==> src/verilog/ssm_pkg.sv <==
// Purpose: Shared constants, types and helpers for the multiply/negate unit
// Assumes: 36-bit accumulators, 16-bit operand registers, 32-bit APB data
// Notes:   Register offsets are byte addresses on an 8-bit APB address
`default_nettype none
package ssm_pkg;
  localparam int ACC_W = 36;
  localparam int WRD_W = 16;
  localparam int NUM_ACC = 4;
  // APB register offsets
  localparam logic [7:0] OFF_CTRL     = 8'h00;
  localparam logic [7:0] OFF_OMR      = 8'h04;
  localparam logic [7:0] OFF_CCR      = 8'h08;
  localparam logic [7:0] OFF_X0       = 8'h0c;
  localparam logic [7:0] OFF_Y0       = 8'h10;
  localparam logic [7:0] OFF_Y1       = 8'h14;
  localparam logic [7:0] OFF_ACC_BASE = 8'h18;
  localparam logic [7:0] ACC_STRIDE   = 8'h08;
  localparam logic [7:0] OFF_MOVE_OUT = 8'h38;
  // Field positions and reset values
  localparam int CTRL_W = 9;
  localparam int CCR_W  = 8;
  localparam int OMR_SAT_BIT = 0;
  localparam logic [CTRL_W-1:0] CTRL_RST = 9'h000;
  localparam logic [CCR_W-1:0]  CCR_RST  = 8'h00;
  // Destination select codes
  localparam logic [2:0] DST_X0 = 3'h4;
  localparam logic [2:0] DST_Y0 = 3'h5;
  localparam logic [2:0] DST_Y1 = 3'h6;
  localparam logic [2:0] DST_Y  = 3'h7;
  // Negate corner values
  localparam logic [ACC_W-1:0] NEG_MOST  = 36'h8_0000_0000;
  localparam logic [ACC_W-1:0] NEG_LIMIT = 36'hf_8000_0000;
  localparam logic [WRD_W-1:0] MOVE_POS_LIM = 16'h7fff;
  localparam logic [WRD_W-1:0] MOVE_NEG_LIM = 16'h8000;

  typedef enum logic [1:0] {
    SSM_OP_NONE,
    SSM_OP_MULT,
    SSM_OP_NEG,
    SSM_OP_RSV
  } ssm_op_t;

  typedef struct packed {
    logic       move_en;
    logic [2:0] dest;
    logic [2:0] pair;
    ssm_op_t    op;
  } ssm_ctrl_t;

  typedef struct packed {
    logic sz;
    logic l;
    logic e;
    logic u;
    logic n;
    logic z;
    logic v;
    logic c;
  } ssm_ccr_t;

  // Extension bits in use: bits 35..31 are not all equal
  function automatic logic ext_in_use(input logic [ACC_W-1:0] v);
    return !((&v[35:31]) || !(|v[35:31]));
  endfunction

  // Unnormalized: bits 31 and 30 are equal
  function automatic logic unnorm(input logic [ACC_W-1:0] v);
    return !(v[31] ^ v[30]);
  endfunction

  function automatic logic [7:0] acc_lo_addr(input int i);
    return OFF_ACC_BASE + 8'(i) * ACC_STRIDE;
  endfunction

  function automatic logic [7:0] acc_hi_addr(input int i);
    return acc_lo_addr(i) + 8'h04;
  endfunction
endpackage
`default_nettype wire

==> src/verilog/ssm_mult.sv <==
// Purpose: Signed-by-unsigned 16x16 fractional multiplier
// Assumes: First source signed, second unsigned
// Notes:   Purely combinational; settles within one core cycle
`default_nettype none
`timescale 1ns/1ps
module ssm_mult
  import ssm_pkg::*;
(
  input  wire logic [WRD_W-1:0] src_s,
  input  wire logic [WRD_W-1:0] src_u,
  output logic      [ACC_W-1:0] prod,
  output logic                  ovf
);
  logic signed [33:0] s_ext;
  logic signed [33:0] u_ext;
  logic signed [33:0] raw;
  logic        [33:0] frac;

  // Sign extend one side, zero extend the other
  assign s_ext = {{18{src_s[15]}}, src_s};
  assign u_ext = {18'h0_0000, src_u};
  assign raw   = s_ext * u_ext;
  // Drop the redundant sign bit to align the fraction
  assign frac  = {raw[32:0], 1'b0}; // RULE16
  assign prod  = {{2{frac[33]}}, frac}; // RULE5
  // Product left the 32-bit fractional range
  assign ovf   = !((&frac[33:31]) || !(|frac[33:31])); // RULE7
endmodule // ssm_mult
`default_nettype wire

==> src/verilog/ssm_neg.sv <==
// Purpose: 36-bit two's-complement negate with overflow handling
// Assumes: Operand already widened to 36 bits
// Notes:   Most negative value limits or stays put, per saturation
`default_nettype none
`timescale 1ns/1ps
module ssm_neg
  import ssm_pkg::*;
(
  input  wire logic [ACC_W-1:0] opnd,
  input  wire logic             sat_en,
  output logic      [ACC_W-1:0] res,
  output logic                  ovf,
  output logic                  borrow
);
  logic [ACC_W-1:0] diff;

  // Subtract from zero
  assign diff   = {ACC_W{1'b0}} - opnd; // RULE8
  assign ovf    = (opnd == NEG_MOST); // RULE11
  // Zero minus anything nonzero borrows out of the top
  assign borrow = |opnd; // RULE14
  assign res    = ovf ? (sat_en ? NEG_LIMIT : opnd) : diff; // RULE11
endmodule // ssm_neg
`default_nettype wire

==> src/verilog/ssm_core.sv <==
// Purpose: Data ALU slice running multiply-signed-unsigned and negate
// Assumes: APB master, zero wait states, one instruction per CTRL write
// Notes:   Operand registers and accumulators are software visible
`default_nettype none
`timescale 1ns/1ps
// Overview of operation
// (RULE1) Multiply treats first source signed, second source unsigned.
// (RULE2) Sixteen by sixteen gives 32-bit product from eight source pairs.
// (RULE3) Sixteen-bit multiply destination receives product upper half.
// (RULE4) Multiply result is never limited, whatever saturation says.
// (RULE5) Accumulator destination gets product sign-extended over all bits.
// (RULE6) Multiply completes in one cycle, one instruction word.
// (RULE7) Multiply sets L, V, E, N, Z flags from the result.
// (RULE8) Negate computes zero minus destination, written back there.
// (RULE9) Word destinations widen with sign and low zeros; Y sign only.
// (RULE10) Negate may carry one parallel move finishing same cycle.
// (RULE11) Most negative negate limits when saturating, else unchanged.
// (RULE12) Negate sets L, E, SZ and U flags.
// (RULE13) Negate sets N when the 36-bit result is negative.
// (RULE14) Negate sets Z on zero, V on overflow, C on borrow.
// (RULE15) Negate takes one cycle, one word, for every move mode.
// (RULE16) Fractional product is raw product shifted left by one.
// (RULE17) Multiply keeps carry and performs no parallel move.
module ssm_core
  import ssm_pkg::*;
(
  input  wire logic        mclk,
  input  wire logic        rst,
  input  wire logic        psel,
  input  wire logic        penable,
  input  wire logic        pwrite,
  input  wire logic [7:0]  paddr,
  input  wire logic [31:0] pwdata,
  output logic      [31:0] prdata,
  output logic             pready,
  output logic             pslverr
);
  ssm_ctrl_t        ctrl_r;
  ssm_ctrl_t        ctrl_nxt;
  ssm_ccr_t         ccr_r;
  logic             sat_r;
  logic [WRD_W-1:0] x0_r;
  logic [WRD_W-1:0] y0_r;
  logic [WRD_W-1:0] y1_r;
  logic [ACC_W-1:0] acc_r [NUM_ACC];
  logic [WRD_W-1:0] move_out_r;
  logic [31:0]      prdata_r;
  logic             err_r;
  logic [31:0]      rd_val;
  logic             rd_hit;
  logic             wr_en;
  logic             exec;
  logic             do_mult;
  logic             do_neg;
  logic             do_move;
  logic [WRD_W-1:0] m_src_s;
  logic [WRD_W-1:0] m_src_u;
  logic [ACC_W-1:0] mprod;
  logic             movf;
  logic [ACC_W-1:0] nop;
  logic [ACC_W-1:0] nres;
  logic             novf;
  logic             nborrow;
  logic [ACC_W-1:0] wb;
  logic [ACC_W-1:0] mv_src;
  logic             mv_lim;
  logic [WRD_W-1:0] mv_val;

  // Zero-wait slave: every access finishes in its first access cycle
  assign pready  = 1'b1;
  assign prdata  = prdata_r;
  assign pslverr = err_r;
  assign wr_en   = psel && penable && pwrite;
  assign ctrl_nxt = ssm_ctrl_t'(pwdata[CTRL_W-1:0]);
  // An instruction issues on the CTRL write's access edge
  assign exec    = wr_en && (paddr == OFF_CTRL) &&
                   (ctrl_nxt.op == SSM_OP_MULT || ctrl_nxt.op == SSM_OP_NEG);
  assign do_mult = exec && (ctrl_nxt.op == SSM_OP_MULT);
  assign do_neg  = exec && (ctrl_nxt.op == SSM_OP_NEG);
  // Moves ride only with negate; multiply ignores the move bit
  assign do_move = do_neg && ctrl_nxt.move_en; // RULE10 RULE17

  // Source pair select, signed operand first
  always_comb begin
    case (ctrl_nxt.pair) // RULE2
      3'h0:    begin m_src_s = x0_r; m_src_u = y1_r; end
      3'h1:    begin m_src_s = x0_r; m_src_u = y0_r; end
      3'h2:    begin m_src_s = y0_r; m_src_u = y1_r; end
      3'h3:    begin m_src_s = y0_r; m_src_u = y0_r; end
      3'h4:    begin m_src_s = y0_r; m_src_u = acc_r[0][31:16]; end
      3'h5:    begin m_src_s = y1_r; m_src_u = acc_r[1][31:16]; end
      3'h6:    begin m_src_s = y0_r; m_src_u = acc_r[2][31:16]; end
      default: begin m_src_s = y1_r; m_src_u = acc_r[2][31:16]; end
    endcase
  end

  ssm_mult u_mult (
    .src_s (m_src_s),
    .src_u (m_src_u),
    .prod  (mprod),
    .ovf   (movf)
  ); // RULE1

  // Widen the negate operand according to its destination
  always_comb begin
    case (ctrl_nxt.dest) // RULE9
      DST_X0:  nop = {{4{x0_r[15]}}, x0_r, 16'h0000};
      DST_Y0:  nop = {{4{y0_r[15]}}, y0_r, 16'h0000};
      DST_Y1:  nop = {{4{y1_r[15]}}, y1_r, 16'h0000};
      DST_Y:   nop = {{4{y1_r[15]}}, y1_r, y0_r};
      default: nop = acc_r[ctrl_nxt.dest[1:0]];
    endcase
  end

  ssm_neg u_neg (
    .opnd   (nop),
    .sat_en (sat_r),
    .res    (nres),
    .ovf    (novf),
    .borrow (nborrow)
  );

  // Multiply bypasses saturation entirely
  assign wb = do_mult ? mprod : nres; // RULE4

  // Parallel move stores an accumulator's middle word, limited if wide
  assign mv_src = acc_r[ctrl_nxt.pair[1:0]];
  assign mv_lim = ext_in_use(mv_src);
  assign mv_val = mv_lim ? (mv_src[35] ? MOVE_NEG_LIM : MOVE_POS_LIM)
                         : mv_src[31:16];

  // Control and mode registers
  always_ff @(posedge mclk or posedge rst) begin
    if (rst) begin
      ctrl_r <= ssm_ctrl_t'(CTRL_RST);
      sat_r  <= 1'b0;
    end else begin
      if (wr_en && paddr == OFF_CTRL) begin
        ctrl_r <= ctrl_nxt;
      end
      if (wr_en && paddr == OFF_OMR) begin
        sat_r <= pwdata[OMR_SAT_BIT];
      end
    end
  end

  // Word registers; writeback lands on the issuing edge
  always_ff @(posedge mclk or posedge rst) begin
    if (rst) begin
      x0_r <= 16'h0000;
      y0_r <= 16'h0000;
      y1_r <= 16'h0000;
    end else if (exec) begin
      case (ctrl_nxt.dest)
        DST_X0:  x0_r <= wb[31:16]; // RULE3
        DST_Y0:  y0_r <= wb[31:16]; // RULE3
        DST_Y1:  y1_r <= wb[31:16]; // RULE3
        DST_Y:   begin y1_r <= wb[31:16]; y0_r <= wb[15:0]; end
        default: ;
      endcase
    end else if (wr_en) begin
      if (paddr == OFF_X0) begin
        x0_r <= pwdata[15:0];
      end else if (paddr == OFF_Y0) begin
        y0_r <= pwdata[15:0];
      end else if (paddr == OFF_Y1) begin
        y1_r <= pwdata[15:0];
      end
    end
  end

  // Accumulators, full 36-bit writeback in one cycle
  always_ff @(posedge mclk or posedge rst) begin
    if (rst) begin
      for (int i = 0; i < NUM_ACC; i++) begin
        acc_r[i] <= 36'h0_0000_0000;
      end
    end else begin
      for (int i = 0; i < NUM_ACC; i++) begin
        if (wr_en && paddr == acc_lo_addr(i)) begin
          acc_r[i][31:0] <= pwdata;
        end
        if (wr_en && paddr == acc_hi_addr(i)) begin
          acc_r[i][35:32] <= pwdata[3:0];
        end
      end
      if (exec && !ctrl_nxt.dest[2]) begin
        acc_r[ctrl_nxt.dest[1:0]] <= wb; // RULE5 RULE6 RULE15
      end
    end
  end

  // Parallel move result, same edge as the negate
  always_ff @(posedge mclk or posedge rst) begin
    if (rst) begin
      move_out_r <= 16'h0000;
    end else if (do_move) begin
      move_out_r <= mv_val; // RULE10
    end
  end

  // Condition codes; an issuing instruction overrides a software write
  always_ff @(posedge mclk or posedge rst) begin
    if (rst) begin
      ccr_r <= ssm_ccr_t'(CCR_RST);
    end else if (do_mult) begin
      ccr_r.l <= ccr_r.l | movf; // RULE7
      ccr_r.v <= movf; // RULE7
      ccr_r.e <= ext_in_use(mprod); // RULE7
      ccr_r.u <= unnorm(mprod);
      ccr_r.n <= mprod[35]; // RULE7
      ccr_r.z <= (mprod == 36'h0_0000_0000); // RULE7
    end else if (do_neg) begin
      ccr_r.sz <= ccr_r.sz | (do_move && (mv_src[30] ^ mv_src[29])); // RULE12
      ccr_r.l  <= ccr_r.l | novf | (do_move && mv_lim); // RULE12
      ccr_r.e  <= ext_in_use(nres); // RULE12
      ccr_r.u  <= unnorm(nres); // RULE12
      ccr_r.n  <= nres[35]; // RULE13
      ccr_r.z  <= (nres == 36'h0_0000_0000); // RULE14
      ccr_r.v  <= novf; // RULE14
      ccr_r.c  <= nborrow; // RULE14
    end else if (wr_en && paddr == OFF_CCR) begin
      ccr_r <= ssm_ccr_t'(pwdata[CCR_W-1:0]);
    end
  end

  // Read decode; unmapped addresses read zero and flag an error
  always_comb begin
    rd_val = 32'h0000_0000;
    rd_hit = 1'b1;
    if (paddr == OFF_CTRL) begin
      rd_val = {23'h00_0000, ctrl_r};
    end else if (paddr == OFF_OMR) begin
      rd_val = {31'h0000_0000, sat_r};
    end else if (paddr == OFF_CCR) begin
      rd_val = {24'h00_0000, ccr_r};
    end else if (paddr == OFF_X0) begin
      rd_val = {16'h0000, x0_r};
    end else if (paddr == OFF_Y0) begin
      rd_val = {16'h0000, y0_r};
    end else if (paddr == OFF_Y1) begin
      rd_val = {16'h0000, y1_r};
    end else if (paddr == OFF_MOVE_OUT) begin
      rd_val = {16'h0000, move_out_r};
    end else begin
      rd_hit = 1'b0;
      for (int i = 0; i < NUM_ACC; i++) begin
        if (paddr == acc_lo_addr(i)) begin
          rd_val = acc_r[i][31:0];
          rd_hit = 1'b1;
        end
        if (paddr == acc_hi_addr(i)) begin
          rd_val = {28'h000_0000, acc_r[i][35:32]};
          rd_hit = 1'b1;
        end
      end
    end
  end

  // Capture read data in setup so the zero-wait access sees a flop
  always_ff @(posedge mclk or posedge rst) begin
    if (rst) begin
      prdata_r <= 32'h0000_0000;
      err_r    <= 1'b0;
    end else if (psel && !penable) begin
      prdata_r <= pwrite ? 32'h0000_0000 : rd_val;
      err_r    <= !rd_hit;
    end
  end
endmodule // ssm_core
`default_nettype wire

==> config.mk <==
export PLATFORM = sky130hd
export DESIGN_NAME = ssm_core
export DESIGN_NICKNAME = d
export VERILOG_FILES = /design/src/verilog/ssm_pkg.sv /design/src/verilog/ssm_mult.sv /design/src/verilog/ssm_neg.sv /design/src/verilog/ssm_core.sv
export SDC_FILE = /design/constraint.sdc
export NUM_CORES = 2
export LEC_CHECK = 0
export BUFFER_PORTS_ARGS = -buffer_cell sky130_fd_sc_hd__buf_2
export CELL_PAD_IN_SITES_DETAIL_PLACEMENT = 1
export CELL_PAD_IN_SITES_GLOBAL_PLACEMENT = 1
export CORE_MARGIN = 3
export CORE_UTILIZATION = 40
export CTS_CLUSTER_DIAMETER = 40
export DETAILED_ROUTE_END_ITERATION = 10
export HOLD_SLACK_MARGIN = 0.1
export PLACE_DENSITY_LB_ADDON = 0.3
export SYNTH_ARGS = -nofsm -noshare
export SYNTH_HDL_FRONTEND = slang
export SYNTH_HIERARCHICAL = 1
export SYNTH_SLANG_ARGS = --single-unit
==> constraint.sdc <==
create_clock -name mclk -period 19 [get_ports mclk]
set_input_delay 3.8 -clock mclk [delete_from_list [all_inputs] [get_ports mclk]]
set_output_delay 3.8 -clock mclk [all_outputs]
set_load 0.005 [all_outputs]
### Yosys cells after proc, flatten, opt, wreduce, memory -nomap -nowiden

Index checks and enable logic that the tools add are counted.

| storage, ports and cells | value |
|---|---|
| word-level logic and storage cells | 208 |
| input port bits | 45 |
| output and inout port bits | 34 |
| bits in registers | 259 |

| operators by class | value |
|---|---|
| $add $sub $neg | 1 |
| multiplexer cells | 75 |
| bitwise gates (word level) | 10 |
| $lt $le $gt $ge | 3 |
| equality and inequality tests | 32 |
| reductions and logical operators | 63 |
| multiply operators | 1 |

Operators with widths:

| kind | number |
|---|---|
| 32-bit 2-to-1 mux | 20 |
| 36-bit 2-to-1 mux | 8 |
| 16-bit 2-to-1 mux | 16 |
| 36-bit binary-select mux with 2-bit select | 2 |
| 144-bit bitwise mux | 1 |
| 144-bit 2-to-1 mux | 1 |
| 36-bit case mux with 4 select lines | 1 |
| 36-bit demux with 2-bit select | 1 |
| 36-bit logical NOT | 2 |
| 16-bit case mux with 2 select lines | 2 |
| 16-bit case mux with 4 select lines | 1 |
| 8-bit by 6-bit == test with 1-bit output (second input constant) | 7 |
| 36-bit == test (second input constant) | 1 |
| 36-bit OR reduction | 1 |
| 1-bit by 36-bit subtractor with 36-bit output (first input constant) | 1 |
| 16-bit by 17-bit multiplier with 33-bit output | 1 |
| 8-bit by 5-bit == test with 1-bit output (second input constant) | 4 |
| 1-bit logical AND | 22 |
| 3-bit == test (second input constant) | 7 |
| 8-bit by 4-bit == test with 1-bit output (second input constant) | 2 |
| 4-bit 2-to-1 mux | 4 |
| 8-bit 2-to-1 mux | 2 |
| 1-bit 2-to-1 mux | 15 |
| 5-bit AND reduction | 3 |
| other kinds (28) | 60 |

### Longest topological paths before layout

| logic depth | value |
|---|---|
| depth in word-level cells | 17 |
| mapped depth | 37 |
| mapped depth without buffers | 34 |

### Modules after synthesis

The synthesis kept the hierarchy.

Modules (own cells, without submodules):

| module | times used | cells each | area an instance (um^2) | seq. area each (um^2) |
|---|---|---|---|---|
| ssm_core | 1 | 1,973 | 17,665.7 | 6,481.2 |
| ssm_mult | 1 | 1,032 | 8,936.1 | 0.0 |
| ssm_neg | 1 | 132 | 883.3 | 0.0 |

### Worst setup path after synthesis

No wires, ideal clock.

| path | value |
|---|---|
| path kind | input -> register |
| start point | input pwdata[3] |
| end point | register ccr_r[6] (netlist bit) |
| stages on the path | 29 |
| library setup time | 0.121 ns |
| data required time | 18.879 ns |
| data arrival time | 12.045 ns |
| path slack | 6.835 ns |
| path buffers | 3 |
| cells stage by stage | clkbuf_1 -> clkbuf_1 -> nor2_1 -> clkbuf_1 -> mux2i_1 -> o21ai_0 -> clkinv_1 -> nor2_1 -> fa_1 -> fa_1 -> fa_1 -> fa_1 -> fa_1 -> inv_1 -> fa_1 -> inv_1 -> ha_1 -> a21o_1 -> a21oi_1 -> nand2b_1 -> o2bb2ai_1 -> or4_4 -> or3_1 -> nand3_2 -> and2_1 -> mux2i_1 -> a2111oi_0 -> o221ai_1 -> o211a_1 |

| on the way | value |
|---|---|
| elaborated cells between the ends (all ways) | 33 |
| classes of those cells | mul: 1; eq/ne: 6; mux: 7; bitwise: 3; reduce/logical: 16 |

RTL lines:

| item | RTL line | source |
|---|---|---|
| from (decl) | ssm_core.sv:33 | `input wire logic [31:0] pwdata,` |
| 3-bit == test, or another cell as far along | ssm_core.sv:85 | `case (ctrl_nxt.pair)` |
| 4-bit OR reduction (no line) or 2-bit OR reduction (tied branches) | -- |  |
| 16-bit case mux with 2 select lines (*) | ssm_core.sv:85 |  |
| net m_src_s[15] | ssm_core.sv:56 | `logic [WRD_W-1:0] m_src_s;` |
| 16-bit by 17-bit multiplier with 33-bit output (*) | ssm_mult.sv:22 | `assign raw = s_ext * u_ext;` |
| net mprod[33] | ssm_core.sv:58 | `logic [ACC_W-1:0] mprod;` |
| 3-bit OR reduction | ssm_mult.sv:27 | `assign ovf = !((&frac[33:31]) \|\| !(\|frac[33:31]));` |
| 1-bit logical NOT | ssm_mult.sv:27 |  |
| 1-bit logical OR (*) | ssm_mult.sv:27 |  |
| 1-bit logical NOT (*) | ssm_mult.sv:27 |  |
| net movf | ssm_core.sv:59 | `logic movf;` |
| 1-bit bitwise OR (*) | ssm_core.sv:207 | `ccr_r.l <= ccr_r.l \| movf;` |
| 6-bit 2-to-1 mux (*) | ssm_core.sv:206 | `end else if (do_mult) begin` |
| to (signal assigned) | ssm_core.sv:205 | `ccr_r <= ssm_ccr_t'(CCR_RST);` |
| to (signal assigned) | ssm_core.sv:223 | `ccr_r <= ssm_ccr_t'(pwdata[CCR_W-1:0]);` |
| to (decl) | ssm_core.sv:40 | `ssm_ccr_t ccr_r;` |

The timed path passes the listed nets; every way through them passes the cells marked *. The select of a mux whose other input is x is not followed.
A chain may end at the register's enable or synchronous reset.

### Worst setup path in the final report

| path | value |
|---|---|
| start point | input pwdata[4] |
| end point | register ccr_r[6] (netlist bit) |

The elaborated chain is that of the path after synthesis.

==> reports/results.txt <==
The run finished with clean final reports. Setup repair after global routing left no endpoint under its margin. For the maximum number of pins on one net before global-route repair, the log shows 124. The clock drives 259 sinks.

Counting the buffers created by CTS gives 49. Grouping stages by cell kind, the critical path spends the most delay in adder cells. For the total instance count after detailed placement, the log shows 3951. The number of buffers between clock root and the deepest sink is 3. Summed over all failing endpoints, the final setup total negative slack is 0 ns.

The routed design could run at a clock period as short as 12.78 ns. Counting distinct cell types in the post-synthesis netlist gives 89. The tools report the sequential cell area fraction in the yosys report as 23.58%. The path class of the tightest hold or removal check is reg2reg. Worst-case vdd ir drop: 90.48 uV. The post-cts resize count came out at 0.

In this run the power density over the cells is 64.48 nW/um^2. Top flip-flop cell by instance count after synthesis: sky130_fd_sc_hd__dfrtp_1. In this run, synthesis produced a sequential element count of 259. The maximum fanout along the worst path is 34, and the share of flip-flops with an asynchronous set or reset after synthesis is 100.0%. The via count normalized by instance count is 6.440, and the leakage power is 14.83 nW. The logs give 4 for the initial antenna violation count and 27.71k for the via count of the first global-routing pass. Critical path required time: 19.48 ns. The overall power came out at 1.982 mW.

The clock reaches the later pin of the worst-skew pair after 0.61 ns. The mean instance size in the synthesized netlist is 8.762 sq um. The wire length of the first global-routing pass was 181.5 mm. The critical path contains buffers and inverters numbering 7 combined. Library cell appearing most often on the critical path: sky130_fd_sc_hd__fa_1. The element type at the critical path end is a flip-flop. The count of synthesis-stage warnings from yosys was 6; the total grt overflow was 0.

After filler insertion, the fill cell instance count of the layout stands at 7741. Global routing used 33.70% of the available tracks. In this run the cell area of the synthesized design comes to 27490 sq um. The H-tree was split into 2 levels. The routed design has 120.9 mm of wire. The run gives 4044 as the number of standard cells in the final layout excluding fillers. The effective utilization at floorplan was 40.64%; the number of port buffers was 77. The number of buffers inserted by post-CTS setup repair came out at 0. The run gives 7.027% as the tightest slew margin relative to the limit. At the pin with the least slew margin, the transition time is 1.356 ns. The core region is 67630 sq um. After clock tree synthesis, the clock-pin slew on the worst setup and hold paths is 0.05 ns. The count of flip-flops with a built-in enable after synthesis is 0. TritonCTS built the clock tree. The type of the worst setup path is in2reg.

The number of nets with antenna violations after detailed routing was 0; the arrival time of the worst setup path was 13.26 ns. The post-synth net total came out at 3503. After the first detailed-routing iteration, the DRC count stood at 2427. The launching element type of the critical path was an input port.

Detailed-routing iteration count for the pre-antenna-repair pass: 6. After legalization and detailed placement, the total HPWL measured 87.83 mm. Dividing the final minimum period by the clock period gives 67.26%. Setup violations remaining at the end of the flow were counted as 0. Total of max-cap violations: 0.

The total number of vias is 26.05k, and the DRC violation count after routing is 0. In this design, the stage delay of the slowest critical-path cell is 0.59 ns. Routability-driven placement finished with a final weighted congestion of 0.9858. Static timing analysis puts the maximum clock frequency at 78.25 MHz. The instance count of the mapped netlist was 3137. The I/O pin count was 79; the hold buffer count at cts was 0. The floorplan step defined a die boundary enclosing 71890 sq um. The floorplan step set the die width to 268.1 um.

For the max-slew violation count, the log shows 0. Clock tree synthesis selected as its root buffer the cell sky130_fd_sc_hd__clkbuf_16. The floorplan has 95 rows. The clock skew after layout came out at 0.01846 ns.

The area overhead of the layout relative to synthesis is 11.81%, and the die extent in y is 268.1 um. The share of layout cells above drive strength 1 came out at 14.89%. After detailed routing, the average wire length per cell comes to 29.90 um.

The slowest stage of the critical path is the sky130_fd_sc_hd__or4_4 cell. The logs give 0 for the number of endpoints with negative hold slack in the final report and 3495 for the final net count.
==> per-layer routing <==
metal / wire [um] / GRT usage, % / up-vias / part of all wire, %
met1: 48660 / 44.01 / 13510 / 40
met5: 16 / 0 / - / 0.013
li1: - / - / 10940 / -
met4: 7153 / 17.45 / 2 / 5.9
met3: 9287 / 5.384 / 366 / 7.7
met2: 55800 / 54.20 / 1223 / 46
==> cell usage in the layout, fill, tap and decap left out, types with 16 or more instances in the layout <==
cell,n
sky130_fd_sc_hd__mux2i_1,128
sky130_fd_sc_hd__a21o_1,24
sky130_fd_sc_hd__dfrtp_1,259
sky130_fd_sc_hd__inv_1,275
sky130_fd_sc_hd__xnor2_1,31
sky130_fd_sc_hd__a21oi_1,229
sky130_fd_sc_hd__a222oi_1,16
sky130_fd_sc_hd__mux4_2,43
sky130_fd_sc_hd__xor2_1,21
sky130_fd_sc_hd__clkbuf_16,50
sky130_fd_sc_hd__buf_2,74
sky130_fd_sc_hd__ha_1,127
sky130_fd_sc_hd__mux2_2,127
sky130_fd_sc_hd__and3_1,20
sky130_fd_sc_hd__nand3_1,54
sky130_fd_sc_hd__a22o_1,42
sky130_fd_sc_hd__a22oi_1,17
sky130_fd_sc_hd__nor4_1,30
sky130_fd_sc_hd__nor3_1,52
sky130_fd_sc_hd__o22ai_1,16
sky130_fd_sc_hd__fa_1,194
sky130_fd_sc_hd__nor2b_1,23
sky130_fd_sc_hd__o211ai_1,24
sky130_fd_sc_hd__o21ai_0,98
sky130_fd_sc_hd__a211oi_1,99
sky130_fd_sc_hd__and2_1,134
sky130_fd_sc_hd__buf_4,82
sky130_fd_sc_hd__nand2_1,343
sky130_fd_sc_hd__a31oi_1,22
sky130_fd_sc_hd__nor2_1,250
==> cells in the mapped netlist, types with 6 or more instances <==
library cell | instances | area share [%]
sky130_fd_sc_hd__buf_1 | 20 | 0.27
sky130_fd_sc_hd__and2_1 | 134 | 3.1
sky130_fd_sc_hd__mux2_2 | 127 | 5.2
sky130_fd_sc_hd__nand2_1 | 343 | 4.7
sky130_fd_sc_hd__nand4_1 | 15 | 0.34
sky130_fd_sc_hd__ha_1 | 127 | 5.8
sky130_fd_sc_hd__a2111oi_0 | 7 | 0.22
sky130_fd_sc_hd__a22o_1 | 42 | 1.3
sky130_fd_sc_hd__inv_1 | 276 | 3.8
sky130_fd_sc_hd__o211ai_1 | 24 | 0.66
sky130_fd_sc_hd__nor4_4 | 8 | 0.62
sky130_fd_sc_hd__nor2_1 | 253 | 3.5
sky130_fd_sc_hd__o21bai_1 | 8 | 0.22
sky130_fd_sc_hd__buf_2 | 33 | 0.60
sky130_fd_sc_hd__or3_1 | 11 | 0.25
sky130_fd_sc_hd__a21oi_1 | 232 | 4.2
sky130_fd_sc_hd__nor4_1 | 31 | 0.71
sky130_fd_sc_hd__nand2b_1 | 16 | 0.36
sky130_fd_sc_hd__or4_1 | 8 | 0.22
sky130_fd_sc_hd__mux4_2 | 43 | 3.5
sky130_fd_sc_hd__o22ai_1 | 16 | 0.36
sky130_fd_sc_hd__clkinv_1 | 7 | 0.096
sky130_fd_sc_hd__o31ai_1 | 6 | 0.16
sky130_fd_sc_hd__o21ai_0 | 111 | 2.0
sky130_fd_sc_hd__dfrtp_1 | 259 | 24
sky130_fd_sc_hd__nand3_1 | 58 | 1.1
sky130_fd_sc_hd__mux2i_1 | 128 | 4.7
sky130_fd_sc_hd__nor3_1 | 55 | 1.0
sky130_fd_sc_hd__a221oi_1 | 11 | 0.35
sky130_fd_sc_hd__xnor2_1 | 31 | 0.99
sky130_fd_sc_hd__a21o_1 | 24 | 0.66
sky130_fd_sc_hd__xor2_1 | 21 | 0.67
sky130_fd_sc_hd__and3_1 | 21 | 0.48
sky130_fd_sc_hd__a22oi_1 | 17 | 0.46
sky130_fd_sc_hd__fa_1 | 194 | 14
sky130_fd_sc_hd__clkbuf_1 | 157 | 2.1
sky130_fd_sc_hd__a211oi_1 | 100 | 2.7
sky130_fd_sc_hd__o21a_1 | 6 | 0.16
sky130_fd_sc_hd__nor2b_1 | 23 | 0.52
sky130_fd_sc_hd__a222oi_1 | 16 | 0.58
sky130_fd_sc_hd__a31oi_1 | 22 | 0.50
==> worst register-to-register path, delay by kind of cell, from the launching register on <==
family	cells	cell delay, ns
flip-flops	1	0.47
buffers and inverters	3	0.61
AND/OR/NAND/NOR	3	1.06
multiplexers	2	0.37
XOR/XNOR	1	0.48
adder cells (fa/ha/maj)	7	3.28
AO/OA/AOI/OAI	9	2.53
==> path summary, 6_finish.rpt <==
| path | from | endpoint | slack [ns] | depth (start not counted) |
|---|---|---|---|---|
| max | pwdata[4] | ccr_r[6] | 6.22 | 30 |
| min | pslverr | pslverr | 0.47 | 2 |
| max reg2reg | y0_r[15] | ccr_r[6] | 10.07 | 25 |
| min reg2reg | pslverr | pslverr | 0.47 | 2 |
| max in group asynchronous | rst | ccr_r[6] | 13.89 | 3 |
| min in group asynchronous | rst | prdata[17] | 3.37 | 2 |
==> per-stage QoR <==
step	cell area (sq um)	util (%)	setup slack, ns	hold WS [ns]
floorplan	27490	-	6.835	0.4447
global placement	28850	42.65	5.925	0.4602
detailed placement	28850	42.65	5.779	0.4652
CTS	30730	45.43	6.336	0.4763
global route	30730	45.43	5.646	0.5193
finish	30730	45.44	6.221	0.4704
==> state kept, by name (all words and copies together) (netlist names) <==
register	cells
sat_r	1
ccr_r	8
y0_r	16
acc_r	144
pslverr	1
x0_r	16
ctrl_r	9
y1_r	16
prdata	32
move_out_r	16
==> report_power, final <==
group          internal [mW]  total, mW  leakage [nW]  switching [mW]
Sequential             0.561      0.575          3.61          0.0138
Combinational          0.109      0.388          10.3           0.279
Clock                  0.667       1.02         0.910           0.352
Total                   1.34       1.98          14.8           0.644
==> logic make-up after synthesis <==
kind of cell    after synthesis  share of synthesized area (%)
xor+xnor                     52                          1.657
compound gates              689                          16.22
flops                       259                          23.58
fa+ha+maj                   321                          19.91
mux                         298                          13.39
buf+inv                     498                          7.020
simple gates               1018                          18.19
other cells                   2                        0.02732
==> cell type report <==
cell class	instances	area (sq um)	share of cell area, %
antenna	2	5.005	0.01629
clock buffer	55	1310	4.263
clock inverter	36	569.3	1.853
inverter	283	1070	3.481
multi-input combinational	2380	19220	62.53
sequential	259	6481	21.09
tap	873	1092	3.554
timing repair buffer	156	985.9	3.208
Power figures use the tool's default switching activity.
